$ cat src/inc/link_speed_pkg.sv
// Constants and carrier types for the link speed control block
// Notes on behaviour
// - Supports both rates; target speed resets high
// - Target high advertises both rates
// - After reset, train first at low rate
// - Downstream ports auto-upgrade on DL_Active only
// - Inhibit bit blocks initial automatic upgrade
// - Initial upgrade never sets bandwidth status
// - Current speed field reports running rate
// - Upgrade after full retrain if partner capable
// - Software retrain upgrades only if partner recorded
// - Reliability downgrade keeps advertising high rate
// - Target low plus retrain drops high advertisement
// - Partner speed requests honoured if this port advertises high rate
// - Failed upgrade returns low, no self retry
// - Autonomous speed disable reads zero, no effect
// - Autonomous change training bit sent zero
// - Partner autonomous change sets autonomous status on downstream ports
// - Record partner speeds; self-initiated upgrades only within record, partner-requested moves not checked against it
// - Unsupported request: recovery without speed change
// - Interrupt enable bit gates bandwidth notification
// - Reliability downgrade, partner change set status
// - Retrain write in run state sets bandwidth status on downstream ports
// - Full retrain sends state machine to Detect
// - Full retrain leaves bandwidth status unchanged
package link_speed_pkg;

  // Link speed encodings, as in the link status speed field
  localparam logic [3:0] SPEED_2G5 = 4'h1;
  localparam logic [3:0] SPEED_5G0 = 4'h2;
  localparam logic [3:0] TARGET_SPEED_RESET = SPEED_5G0;
  // Bit 6 of the fourth training-set symbol
  localparam int TS_AUTO_CHANGE_BIT = 6;
  localparam logic [7:0] TS_RATE_GEN1 = 8'h02;
  localparam logic [7:0] TS_RATE_GEN12 = 8'h06;
  localparam logic AUTO_SPEED_DISABLE_VALUE = 1'h0;
  // Cycles to wait for the physical layer to settle a speed change
  localparam int SETTLE_TIME_NS = 2000;
  localparam int CLK_PERIOD_NS = 50;
  localparam int SETTLE_CYCLES = (SETTLE_TIME_NS + CLK_PERIOD_NS - 1)
    / CLK_PERIOD_NS;

  // Events reported by the physical layer, one-cycle pulses
  typedef struct packed {
    logic detect_entry;
    logic l0_reached;
    logic cfg_entry;
    logic speed_ok;
    logic speed_fail;
    logic lock_fail;
    logic unreliable;
    logic partner_req;
    logic partner_auto;
  } phy_event_s;

  // Requests to the link state machine
  typedef struct packed {
    logic goto_detect;
    logic goto_recovery;
    logic speed_change;
    logic [3:0] speed;
  } phy_req_s;

endpackage

$ cat src/rtl/pulse_sync.sv
// Two-stage synchroniser for level inputs from outside the clock domain
`timescale 1ns/1ps
`default_nettype none
module pulse_sync #(
  parameter int WIDTH = 1
) (
  input wire logic i_clk,
  input wire logic i_rst,
  input wire logic [WIDTH-1:0] i_async,
  output logic [WIDTH-1:0] o_sync
);

  logic [WIDTH-1:0] meta_reg;
  logic [WIDTH-1:0] sync_reg;

  // First stage is read only by the second
  always_ff @(posedge i_clk or posedge i_rst) begin
    if (i_rst) begin
      meta_reg <= '0;
      sync_reg <= '0;
    end else begin
      meta_reg <= i_async;
      sync_reg <= meta_reg;
    end
  end

  assign o_sync = sync_reg;

endmodule
`default_nettype wire

$ cat src/rtl/partner_rate_rec.sv
// Record of the link partner's advertised data rates
`timescale 1ns/1ps
`default_nettype none
module partner_rate_rec (
  input wire logic i_clk,
  input wire logic i_rst,
  input wire logic i_capture,
  input wire logic i_clear,
  input wire logic i_rx_gen2,
  output logic o_partner_gen2
);

  logic gen2_reg;
  logic gen2_next;

  // Latest advertisement overrides; detect forgets the old record
  always_comb begin
    gen2_next = gen2_reg;
    if (i_clear) begin
      gen2_next = 1'b0;
    end
    if (i_capture) begin
      gen2_next = i_rx_gen2;
    end
  end

  always_ff @(posedge i_clk or posedge i_rst) begin
    if (i_rst) begin
      gen2_reg <= 1'b0;
    end else begin
      gen2_reg <= gen2_next;
    end
  end

  assign o_partner_gen2 = gen2_reg;

endmodule
`default_nettype wire

$ cat src/rtl/link_speed_ctrl.sv
// Per-port link speed negotiation and bandwidth status control
`timescale 1ns/1ps
`default_nettype none
module link_speed_ctrl #(
  parameter int SETTLE = link_speed_pkg::SETTLE_CYCLES
) (
  input wire logic i_clk,
  input wire logic i_rst,
  input wire logic i_downstream,
  input wire logic [3:0] i_target_link_speed,
  input wire logic i_initial_speed_change_inhibit,
  input wire logic i_link_retrain_request,
  input wire logic i_full_retrain_request,
  input wire logic i_bw_status_clear,
  input wire logic i_auto_bw_status_clear,
  input wire logic i_bandwidth_mgmt_irq_enable,
  input wire logic i_dl_active,
  input wire link_speed_pkg::phy_event_s i_phy_event,
  input wire logic i_rx_gen2,
  output link_speed_pkg::phy_req_s o_phy_req,
  output logic [7:0] o_ts_rate_id,
  output logic o_ts_auto_change,
  output logic [3:0] o_current_link_speed,
  output logic o_autonomous_speed_disable,
  output logic o_bandwidth_mgmt_status,
  output logic o_autonomous_bandwidth_status,
  output logic o_bw_irq
);

  ////////////////////////////////////////////////////////////////////////
  // Synchronised DL_Active input and recorded partner rate

  logic dl_active_s;
  logic partner_gen2;

  pulse_sync #(.WIDTH(1)) u_dl_sync (
    .i_clk(i_clk),
    .i_rst(i_rst),
    .i_async(i_dl_active),
    .o_sync(dl_active_s)
  );

  partner_rate_rec u_rec (
    .i_clk(i_clk),
    .i_rst(i_rst),
    .i_capture(i_phy_event.cfg_entry),
    .i_clear(i_phy_event.detect_entry),
    .i_rx_gen2(i_rx_gen2),
    .o_partner_gen2(partner_gen2)
  );

  ////////////////////////////////////////////////////////////////////////
  // Speed control state machine

  typedef enum logic [2:0] {
    ST_TRAIN,
    ST_WAIT_DL,
    ST_RUN,
    ST_CHANGE,
    ST_RECOV
  } speed_state_e;

  speed_state_e state_reg, state_next;
  logic [3:0] speed_reg, speed_next;
  logic adv_gen2_reg, adv_gen2_next;
  logic initial_reg, initial_next;
  logic [15:0] cnt_reg, cnt_next;
  logic bw_reg, bw_next;
  logic abw_reg, abw_next;
  link_speed_pkg::phy_req_s req;
  logic target_high;

  assign target_high = (i_target_link_speed == link_speed_pkg::SPEED_5G0);

  // The other supported rate; request and partner moves share it
  function automatic logic [3:0] other_speed(input logic [3:0] s);
    return (s == link_speed_pkg::SPEED_5G0) ? link_speed_pkg::SPEED_2G5 :
      link_speed_pkg::SPEED_5G0;
  endfunction

  // Next state, speed and advertisement
  always_comb begin
    state_next = state_reg;
    speed_next = speed_reg;
    adv_gen2_next = adv_gen2_reg;
    initial_next = initial_reg;
    cnt_next = cnt_reg;
    req = '0;
    req.speed = speed_reg;
    if (i_full_retrain_request) begin
      req.goto_detect = 1'b1;
      state_next = ST_TRAIN;
      speed_next = link_speed_pkg::SPEED_2G5;
    end else begin
      unique case (state_reg)
        // Train to L0 at the low rate first
        ST_TRAIN: begin
          speed_next = link_speed_pkg::SPEED_2G5;
          initial_next = 1'b1;
          if (i_phy_event.l0_reached) begin
            state_next = ST_WAIT_DL;
          end
        end
        ST_WAIT_DL: begin
          if (dl_active_s) begin
            state_next = ST_RUN;
            // Upstream ports never self-upgrade
            if (i_downstream && target_high && partner_gen2 &&
                !i_initial_speed_change_inhibit) begin
              state_next = ST_CHANGE;
              cnt_next = '0;
            end else begin
              initial_next = 1'b0;
            end
          end
        end
        ST_RUN: begin
          initial_next = 1'b0;
          if (i_link_retrain_request) begin
            adv_gen2_next = target_high;
            cnt_next = '0;
            // Upgrade only toward a recorded partner rate
            if (target_high && partner_gen2 &&
                speed_reg == link_speed_pkg::SPEED_2G5) begin
              state_next = ST_CHANGE;
            end else if (!target_high &&
                         speed_reg == link_speed_pkg::SPEED_5G0) begin
              state_next = ST_CHANGE;
            end else begin
              state_next = ST_RECOV;
            end
          end else if (i_phy_event.unreliable &&
                       speed_reg == link_speed_pkg::SPEED_5G0) begin
            speed_next = link_speed_pkg::SPEED_2G5;
          end else if (i_phy_event.partner_req && adv_gen2_reg) begin
            speed_next = other_speed(speed_reg);
          end
        end
        // Request Recovery.Speed and wait for the result
        ST_CHANGE: begin
          req.goto_recovery = 1'b1;
          req.speed_change = 1'b1;
          req.speed = other_speed(speed_reg);
          cnt_next = cnt_reg + 16'h0001;
          if (i_phy_event.speed_ok) begin
            speed_next = req.speed;
            state_next = ST_RUN;
          end else if (i_phy_event.speed_fail || i_phy_event.lock_fail ||
                       cnt_reg >= 16'(SETTLE)) begin
            speed_next = link_speed_pkg::SPEED_2G5;
            state_next = ST_RUN;
          end
        end
        // Recovery pass without a speed change
        ST_RECOV: begin
          req.goto_recovery = 1'b1;
          state_next = ST_RUN;
        end
        default: begin
          state_next = ST_TRAIN;
        end
      endcase
    end
  end

  // Bandwidth status flags; set wins over clear
  always_comb begin
    bw_next = bw_reg;
    abw_next = abw_reg;
    if (i_bw_status_clear) begin
      bw_next = 1'b0;
    end
    if (i_auto_bw_status_clear) begin
      abw_next = 1'b0;
    end
    if (i_downstream && !i_full_retrain_request) begin
      if (i_link_retrain_request && state_reg == ST_RUN) begin
        bw_next = 1'b1;
      end
      if (state_reg == ST_RUN && !i_link_retrain_request &&
          i_phy_event.unreliable &&
          speed_reg == link_speed_pkg::SPEED_5G0) begin
        bw_next = 1'b1;
      end
      // A refused partner request changes nothing, so flags stay
      if (state_reg == ST_RUN && i_phy_event.partner_req &&
          adv_gen2_reg) begin
        if (i_phy_event.partner_auto) begin
          abw_next = 1'b1;
        end else begin
          bw_next = 1'b1;
        end
      end
      // Initial upgrade and lock failures leave the status alone
    end
  end

  // Speed group registers
  always_ff @(posedge i_clk or posedge i_rst) begin
    if (i_rst) begin
      state_reg <= ST_TRAIN;
      speed_reg <= link_speed_pkg::SPEED_2G5;
      adv_gen2_reg <= 1'b1;
      initial_reg <= 1'b1;
      cnt_reg <= '0;
    end else begin
      state_reg <= state_next;
      speed_reg <= speed_next;
      adv_gen2_reg <= adv_gen2_next;
      initial_reg <= initial_next;
      cnt_reg <= cnt_next;
    end
  end

  // Status flag registers
  always_ff @(posedge i_clk or posedge i_rst) begin
    if (i_rst) begin
      bw_reg <= 1'b0;
      abw_reg <= 1'b0;
    end else begin
      bw_reg <= bw_next;
      abw_reg <= abw_next;
    end
  end

  ////////////////////////////////////////////////////////////////////////
  // Outputs

  // Advertisement follows target unless a reliability drop kept it high
  assign o_ts_rate_id = adv_gen2_reg ? link_speed_pkg::TS_RATE_GEN12 :
    link_speed_pkg::TS_RATE_GEN1;
  assign o_ts_auto_change = 1'b0;
  assign o_autonomous_speed_disable =
    link_speed_pkg::AUTO_SPEED_DISABLE_VALUE;
  assign o_current_link_speed = speed_reg;
  assign o_phy_req = req;
  assign o_bandwidth_mgmt_status = bw_reg;
  assign o_autonomous_bandwidth_status = abw_reg;
  assign o_bw_irq = bw_reg && i_bandwidth_mgmt_irq_enable &&
    i_downstream;
endmodule
`default_nettype wire

$ cat config.mk
export PLATFORM = sky130hd
export DESIGN_NAME = link_speed_ctrl
export DESIGN_NICKNAME = d
export VERILOG_FILES = /design/src/inc/link_speed_pkg.sv /design/src/rtl/pulse_sync.sv /design/src/rtl/partner_rate_rec.sv /design/src/rtl/link_speed_ctrl.sv
export SDC_FILE = /design/constraint.sdc
export NUM_CORES = 1
export LEC_CHECK = 0
export ABC_AREA = 1
export BUFFER_PORTS_ARGS = -buffer_cell sky130_fd_sc_hd__buf_2
export CAP_MARGIN = 20
export CELL_PAD_IN_SITES_DETAIL_PLACEMENT = 1
export CELL_PAD_IN_SITES_GLOBAL_PLACEMENT = 1
export CORE_MARGIN = 10
export CORE_UTILIZATION = 41
export DETAILED_ROUTE_END_ITERATION = 10
export PLACE_DENSITY = 0.95
export SLEW_MARGIN = 20
export SYNTH_ARGS = -nofsm -noshare
export SYNTH_HDL_FRONTEND = slang
export SYNTH_SLANG_ARGS = --single-unit
$ cat constraint.sdc
create_clock -name i_clk -period 4.4 [get_ports i_clk]
set_clock_uncertainty 0.2 [all_clocks]
set_input_delay 0 -clock i_clk [delete_from_list [all_inputs] [get_ports i_clk]]
set_output_delay 0 -clock i_clk [all_outputs]
set_load 0.01 [all_outputs]
==> flow_metrics.env, run 1 <==
export IMPL_routabilityCongestion=0.951
export IMPL_fmax_ghz=0.353
export IMPL_clockBufferDepth=2
export IMPL_slew_violations=0
export IMPL_final_layout_size_suffix_gt1_share_pct=19.2
export IMPL_hold_path_depth=5
export IMPL_tns_ps=0
export IMPL_drt_wl_total_mm=7.07
export IMPL_period_minus_slack_ps=2840
export IMPL_timing_final_crit_share_pct=64.4
export IMPL_grt_first_pass_wirelength_mm=12.0
export IMPL_clk_pin_slew_ps=90
export IMPL_synthTopCellsByArea="dfrtp_1 (30%), nand2_1 (16%), nor2_1 (8.1%)"
export IMPL_max_slew_worst_pin_slew_ps=613
export IMPL_worstSetupEndpointType="flop"
export IMPL_cts_tree="built"
export IMPL_status="completed"
export IMPL_dr_total_vias=2196
export IMPL_critPathKind="reg -> reg"
export IMPL_ir_worst_vdd_uv=179
export IMPL_coreArea_sq_mm=0.00485
export IMPL_grt_max_degree=28
export IMPL_r2r_cells=10
export IMPL_grt_setup_unrepaired="no"
export IMPL_post_cts_repair_setup_buffers=0
export IMPL_hold_viol=0
export IMPL_h_tree_depth=1
export IMPL_die_h_microns=91.4
export IMPL_drt_initial_drc_count=120
export IMPL_final_common_cell="nand2_1"
export IMPL_layout_nets=391
export IMPL_regToRegSetupSlack_ps=1560
export IMPL_seq_area_frac_synth_pct=32.4
export IMPL_dp_cells=409
export IMPL_antenna_found_initial=0
export IMPL_ios=48
export IMPL_insertedDiodeCount=0
export IMPL_fillers=669
export IMPL_area_growth_pct=18.0
export IMPL_hold_path_end="o_current_link_speed[0]$_DFFE_PP1P_"
export IMPL_layoutNonFillerInstCount=431
export IMPL_netlist_area_leader_share_pct=29.9
export IMPL_vias_per_cell=5.10
export IMPL_worstPathMaxFanout=12
export IMPL_cap_violations=0
export IMPL_synth_ff_latch_count=27
export IMPL_largest_reg_flops=16
export IMPL_dp_hpwl_mm=4.99
export IMPL_mostFrequentLayoutCells="nand2_1 (89), nor2_1 (45), inv_1 (34), buf_2 (34), nand3_1 (27)"
export IMPL_timing_rr_end="state_reg[1]$_DFFE_PP0P_"
export IMPL_start_util_pct=43.1
export IMPL_ys_types=30
export IMPL_clock_sinks=27
export IMPL_cp_arrival_ps=2850
export IMPL_num_rows=25
export IMPL_yosysTopAreaCell="dfrtp_1"
export IMPL_relSlewSlack_pct=59.1
export IMPL_overflow=0
export IMPL_numPortBuffers=34
export IMPL_reg2reg_from="state_reg[1]$_DFFE_PP0P_"
export IMPL_finalSetupViolCount=0
export IMPL_numCtsBuffers=3
export IMPL_yosysWarningCount=0
export IMPL_ctsResizeCount=0
export IMPL_route_detailed_drc=0
export IMPL_wl_per_cell_microns=16.4
export IMPL_required_ps=4420
export IMPL_hold_class="in -> reg"
export IMPL_syn_area_sq_mm=0.00209
export IMPL_die_w_microns=91.4
export IMPL_grt_pass1_vias=2422
export IMPL_grt_usage_pct=17.1
export IMPL_root_buffer="clkbuf_8"
export IMPL_die_area_sq_mm=0.00836
export IMPL_clk_latency_ps=290
export IMPL_avgSynthCellArea_sq_um=6.64
export IMPL_holdCritStartpoint="i_phy_event[2]"
export IMPL_startpoint_type="flop"
export IMPL_drtAntennaViolNets=0
export IMPL_p_leak_nw=1.29
export IMPL_drtPass1Iterations=4
export IMPL_syn_inst=315
export IMPL_pwr_density_cell_mw_per_mm2=324
-- cell usage after synthesis --
| library cell | n |
|---|---|
| nand3_2 | 1 |
| buf_4 | 15 |
| dfstp_2 | 2 |
| xnor2_1 | 2 |
| o21ai_0 | 11 |
| nor3_1 | 3 |
| a21oi_1 | 1 |
| a22o_1 | 1 |
| inv_2 | 8 |
| nor2_2 | 5 |
| nor3b_1 | 1 |
| buf_2 | 1 |
| nor2_1 | 45 |
| xor2_1 | 4 |
| nand2_4 | 3 |
| o21ai_1 | 6 |
| conb_1 | 2 |
| nand2_2 | 3 |
| nor3_4 | 1 |
| buf_8 | 1 |
| nor2_4 | 2 |
| dfrtp_1 | 25 |
| nand2_1 | 89 |
| nand4_1 | 10 |
| o21ai_2 | 7 |
| inv_1 | 35 |
| nand3_1 | 27 |
| ha_1 | 2 |
| nand3b_1 | 1 |
| buf_6 | 1 |
-- timing repair --
item                       in CTS  in global routing
setup endpoints to repair       0                  0
hold buffers                   18                  0
hold endpoints to repair       33                  0
-- final cells by class --
type	instances	area (sq um)	share of cell area, %
clock buffer	4	45.0	1.82
inverter	43	161	6.54
multi-input combinational	238	1150	46.6
sequential	27	678	27.5
tap	67	83.8	3.40
timing repair buffer	52	350	14.2
-- per-stage QoR --
step	setup slack [ps]	instance area [sq um]	hold slack [ps]	utilization [%]	power [W]
floorplan	2870	2130	-169	-	0.000551
global placement	2660	2240	-89.2	46.3	0.000599
detailed placement	2580	2240	-89.8	46.3	0.000618
CTS	1620	2470	17.7	50.9	0.000785
global route	1360	2470	89.3	50.9	0.000851
finish	1560	2470	26.6	50.9	0.000799
-- logic make-up after synthesis --
family	Yosys count	synth area share, %
adder cells (fa/ha/maj)	2	1.20
other	2	0.359
flip-flops	27	32.4
AND/OR/NAND/NOR	191	41.3
buffers and inverters	61	14.6
AO/OA/AOI/OAI	26	7.66
XOR/XNOR	6	2.51
-- critical path, stage by stage, from the launching register on --
cell           delay, ps
dfrtp_1              520
nand2_1               90
inv_1                100
nand2_4               90
inv_1                340
nand4_1              140
dlygate4sd3_1        580
nand2_1               60
dlygate4sd3_1        540
inv_1                 60
nand2_1               70
-- report_power, final --
part | switching, W | internal (W)
Combinational | 0.000232 | 0.000102
Sequential | 0.0000364 | 0.000276
Clock | 0.0000874 | 0.0000653
Total | 0.000356 | 0.000443
-- worst max path at each step --
stage                             startpoint                             endpoint  slack (ps)  cells after the start
detailed placement  state_reg[1]$_DFFE_PP0P_  o_current_link_speed[1]$_DFFE_PP0P_        2580                      9
CTS                 state_reg[1]$_DFFE_PP0P_             state_reg[1]$_DFFE_PP0P_        1620                     10
global route        state_reg[1]$_DFFE_PP0P_             state_reg[1]$_DFFE_PP0P_        1360                     10
global placement    state_reg[0]$_DFFE_PP0P_               cnt_reg[7]$_DFFE_PP0P_        2660                      9
floorplan             cnt_reg[0]$_DFFE_PP0P_               cnt_reg[8]$_DFFE_PP0P_        2870                      8
finish              state_reg[1]$_DFFE_PP0P_             state_reg[1]$_DFFE_PP0P_        1560                     10
-- layer usage --
layer	up-vias	share of wire (%)	global-route usage (%)
li1	1058	-	-
met1	1072	43	19.9
met2	58	52	31.2
met3	8	4.4	2.47
met4	0	1.4	5.61
met5	-	0	0
No activity file was read; power rests on OpenSTA's default activity.
==> run 2: changes to the inputs <==
--- a/config.mk
+++ b/config.mk
@@ -11,9 +11,9 @@
 export CELL_PAD_IN_SITES_DETAIL_PLACEMENT = 1
 export CELL_PAD_IN_SITES_GLOBAL_PLACEMENT = 1
 export CORE_MARGIN = 10
-export CORE_UTILIZATION = 41
+export CORE_UTILIZATION = 38
 export DETAILED_ROUTE_END_ITERATION = 10
-export PLACE_DENSITY = 0.95
+export PLACE_DENSITY = 0.91
 export SLEW_MARGIN = 20
 export SYNTH_ARGS = -nofsm -noshare
 export SYNTH_HDL_FRONTEND = slang
==> constraint.sdc (replaced) <==
create_clock -name i_clk -period 2.7 [get_ports i_clk]
set_clock_uncertainty 0.2 [all_clocks]
set_input_delay 0 -clock i_clk [delete_from_list [all_inputs] [get_ports i_clk]]
set_output_delay 0 -clock i_clk [all_outputs]
set_load 0.01 [all_outputs]
==> flow_metrics.env, run 2 (synthesized netlist as in run 1, its figures left out) <==
export IMPL_finalSetupViolCount=0
export IMPL_drtAntennaViolNets=0
export IMPL_worstPathMaxFanout=2
export IMPL_crit_family="buffers and inverters"
export IMPL_wl_met3_microns=357
export IMPL_status="completed"
export IMPL_routabilityCongestion=0.867
export IMPL_period_minus_slack_ps=2510
export IMPL_clockBufferDepth=2
export IMPL_ir_worst_vdd_uv=258
export IMPL_startpoint_type="primary input"
export IMPL_seq_area_sq_um=678
export IMPL_coreArea_sq_mm=0.00524
export IMPL_final_util_pct=47.3
export IMPL_critPathKind="in -> reg"
export IMPL_cap_violations=0
export IMPL_required_ps=2690
export IMPL_area_growth_pct=18.4
export IMPL_layout_nets=391
export IMPL_grt_max_degree=28
export IMPL_clk_pin_slew_ps=110
export IMPL_num_rows=26
export IMPL_die_w_microns=94.2
export IMPL_fillers=726
export IMPL_drt_initial_drc_count=132
export IMPL_hold_viol=0
export IMPL_slew_violations=0
export IMPL_ios=48
export IMPL_numCtsBuffers=3
export IMPL_cts_tree="built"
export IMPL_dr_total_vias=2251
export IMPL_crit_buf_inv=4
export IMPL_antenna_found_initial=1
export IMPL_clock_sinks=27
export IMPL_grt_usage_pct=16.8
export IMPL_worst_path_max_delay_cell="dlygate4sd3_1"
export IMPL_grt_pass1_vias=2475
export IMPL_drtPass1Iterations=4
export IMPL_start_util_pct=39.9
export IMPL_dp_hpwl_mm=5.07
export IMPL_cpPeakStageDelay_ps=580
export IMPL_regToRegSetupSlack_ps=280
export IMPL_route_detailed_drc=0
export IMPL_largest_reg_flops=16
export IMPL_tns_ps=0
export IMPL_root_buffer="clkbuf_8"
export IMPL_drt_wl_total_mm=7.39
export IMPL_grt_first_pass_wirelength_mm=12.1
export IMPL_final_common_cell="nand2_1"
export IMPL_die_area_sq_mm=0.00887
export IMPL_cpMostUsedCell="nand2_1"
export IMPL_vias_per_cell=5.17
export IMPL_post_cts_repair_setup_buffers=0
export IMPL_top_layer="met4"
export IMPL_cp_arrival_ps=2500
export IMPL_clk_latency_ps=290
export IMPL_grt_setup_unrepaired="no"
export IMPL_timing_final_crit_share_pct=92.8
export IMPL_p_leak_nw=1.29
export IMPL_fmax_ghz=0.399
export IMPL_wl_met2_mm=3.72
export IMPL_die_h_microns=94.2
export IMPL_final_layout_size_suffix_gt1_share_pct=19.8
export IMPL_h_tree_depth=1
export IMPL_multi_input_area_sq_mm=0.00115
export IMPL_overflow=0
export IMPL_wl_met1_mm=3.12
export IMPL_hold_class="in -> reg"
export IMPL_worstSetupEndpointType="flop"
export IMPL_numPortBuffers=34
export IMPL_wl_per_cell_microns=17.0
export IMPL_cp_cell_sequence="dlygate4sd3_1 > buf_2 > nor2_2 > dlygate4sd3_1 > nand3_1 > dlygate4sd3_1 > nand2_1 > o21ai_0 > nand2_1 > nand2_1 > nand2_1 > nand2_1"
export IMPL_pwr_density_cell_mw_per_mm2=536
export IMPL_mostFrequentLayoutCells="nand2_1 (89), nor2_1 (44), inv_1 (35)"
## run 2: power breakdown
group,internal (W),leakage [nW],switching (W)
registers,0.000450,0.362,0.0000645
logic,0.000172,0.898,0.000381
clock network,0.000104,0.0255,0.000156
## run 2: final timing paths
check                                              from                                  end  cells past startpoint
setup reg to reg               state_reg[1]$_DFFE_PP0P_  o_current_link_speed[0]$_DFFE_PP1P_                      9
max in group asynchronous                         i_rst             adv_gen2_reg$_DFFE_PP1P_                      4
hold / removal                           i_phy_event[2]  o_current_link_speed[1]$_DFFE_PP0P_                      5
setup / recovery                 i_target_link_speed[3]             state_reg[1]$_DFFE_PP0P_                     12
hold reg to reg            u_dl_sync.meta_reg$_DFF_PP0_           u_dl_sync.o_sync$_DFF_PP0_                      0
min in group asynchronous                         i_rst     u_rec.o_partner_gen2$_DFFE_PP0P_                      4
## run 2: repair_timing
item	4_1_cts	5_1_grt
gates resized for setup	0	2
hold buffers	18	0
setup endpoints to repair	0	1
hold endpoints to repair	35	0
## run 2: cell type report
class                           count  share of cell area, %
Antenna cell                        1                  0.101
Clock buffer                        3                   1.67
Tap cell                           70                   3.54
Clock inverter                      1                  0.202
Timing Repair Buffer               52                   14.0
Multi-Input combinational cell    238                   46.5
Inverter                           43                   6.52
Sequential cell                    27                   27.4
## run 2: worst reg2reg max path, delay by kind of cell (launching register included)
family	cells	cell delay [ps]
DFF	1	530
buffers and inverters	3	1050
and+or+nand+nor	6	600
## run 2: through the flow
step                setup slack [ps]  instances  power, W  hold slack [ps]  area (sq um)
floorplan                       1170        326  0.000897             -169          2130
global route                    63.3        435   0.00141             70.5          2480
finish                           194        435   0.00133             29.5          2480
global placement                 941        413  0.000981             -112          2250
CTS                             72.8        435   0.00130             25.5          2480
detailed placement               816        413   0.00101            -97.2          2250
## run 2: routing by layer
layer  track usage (%)  vias up
met2              29.1       69
met3              2.64       15
met4              6.96        0
li1                  -     1060
met5                 0        -
met1              20.0     1107
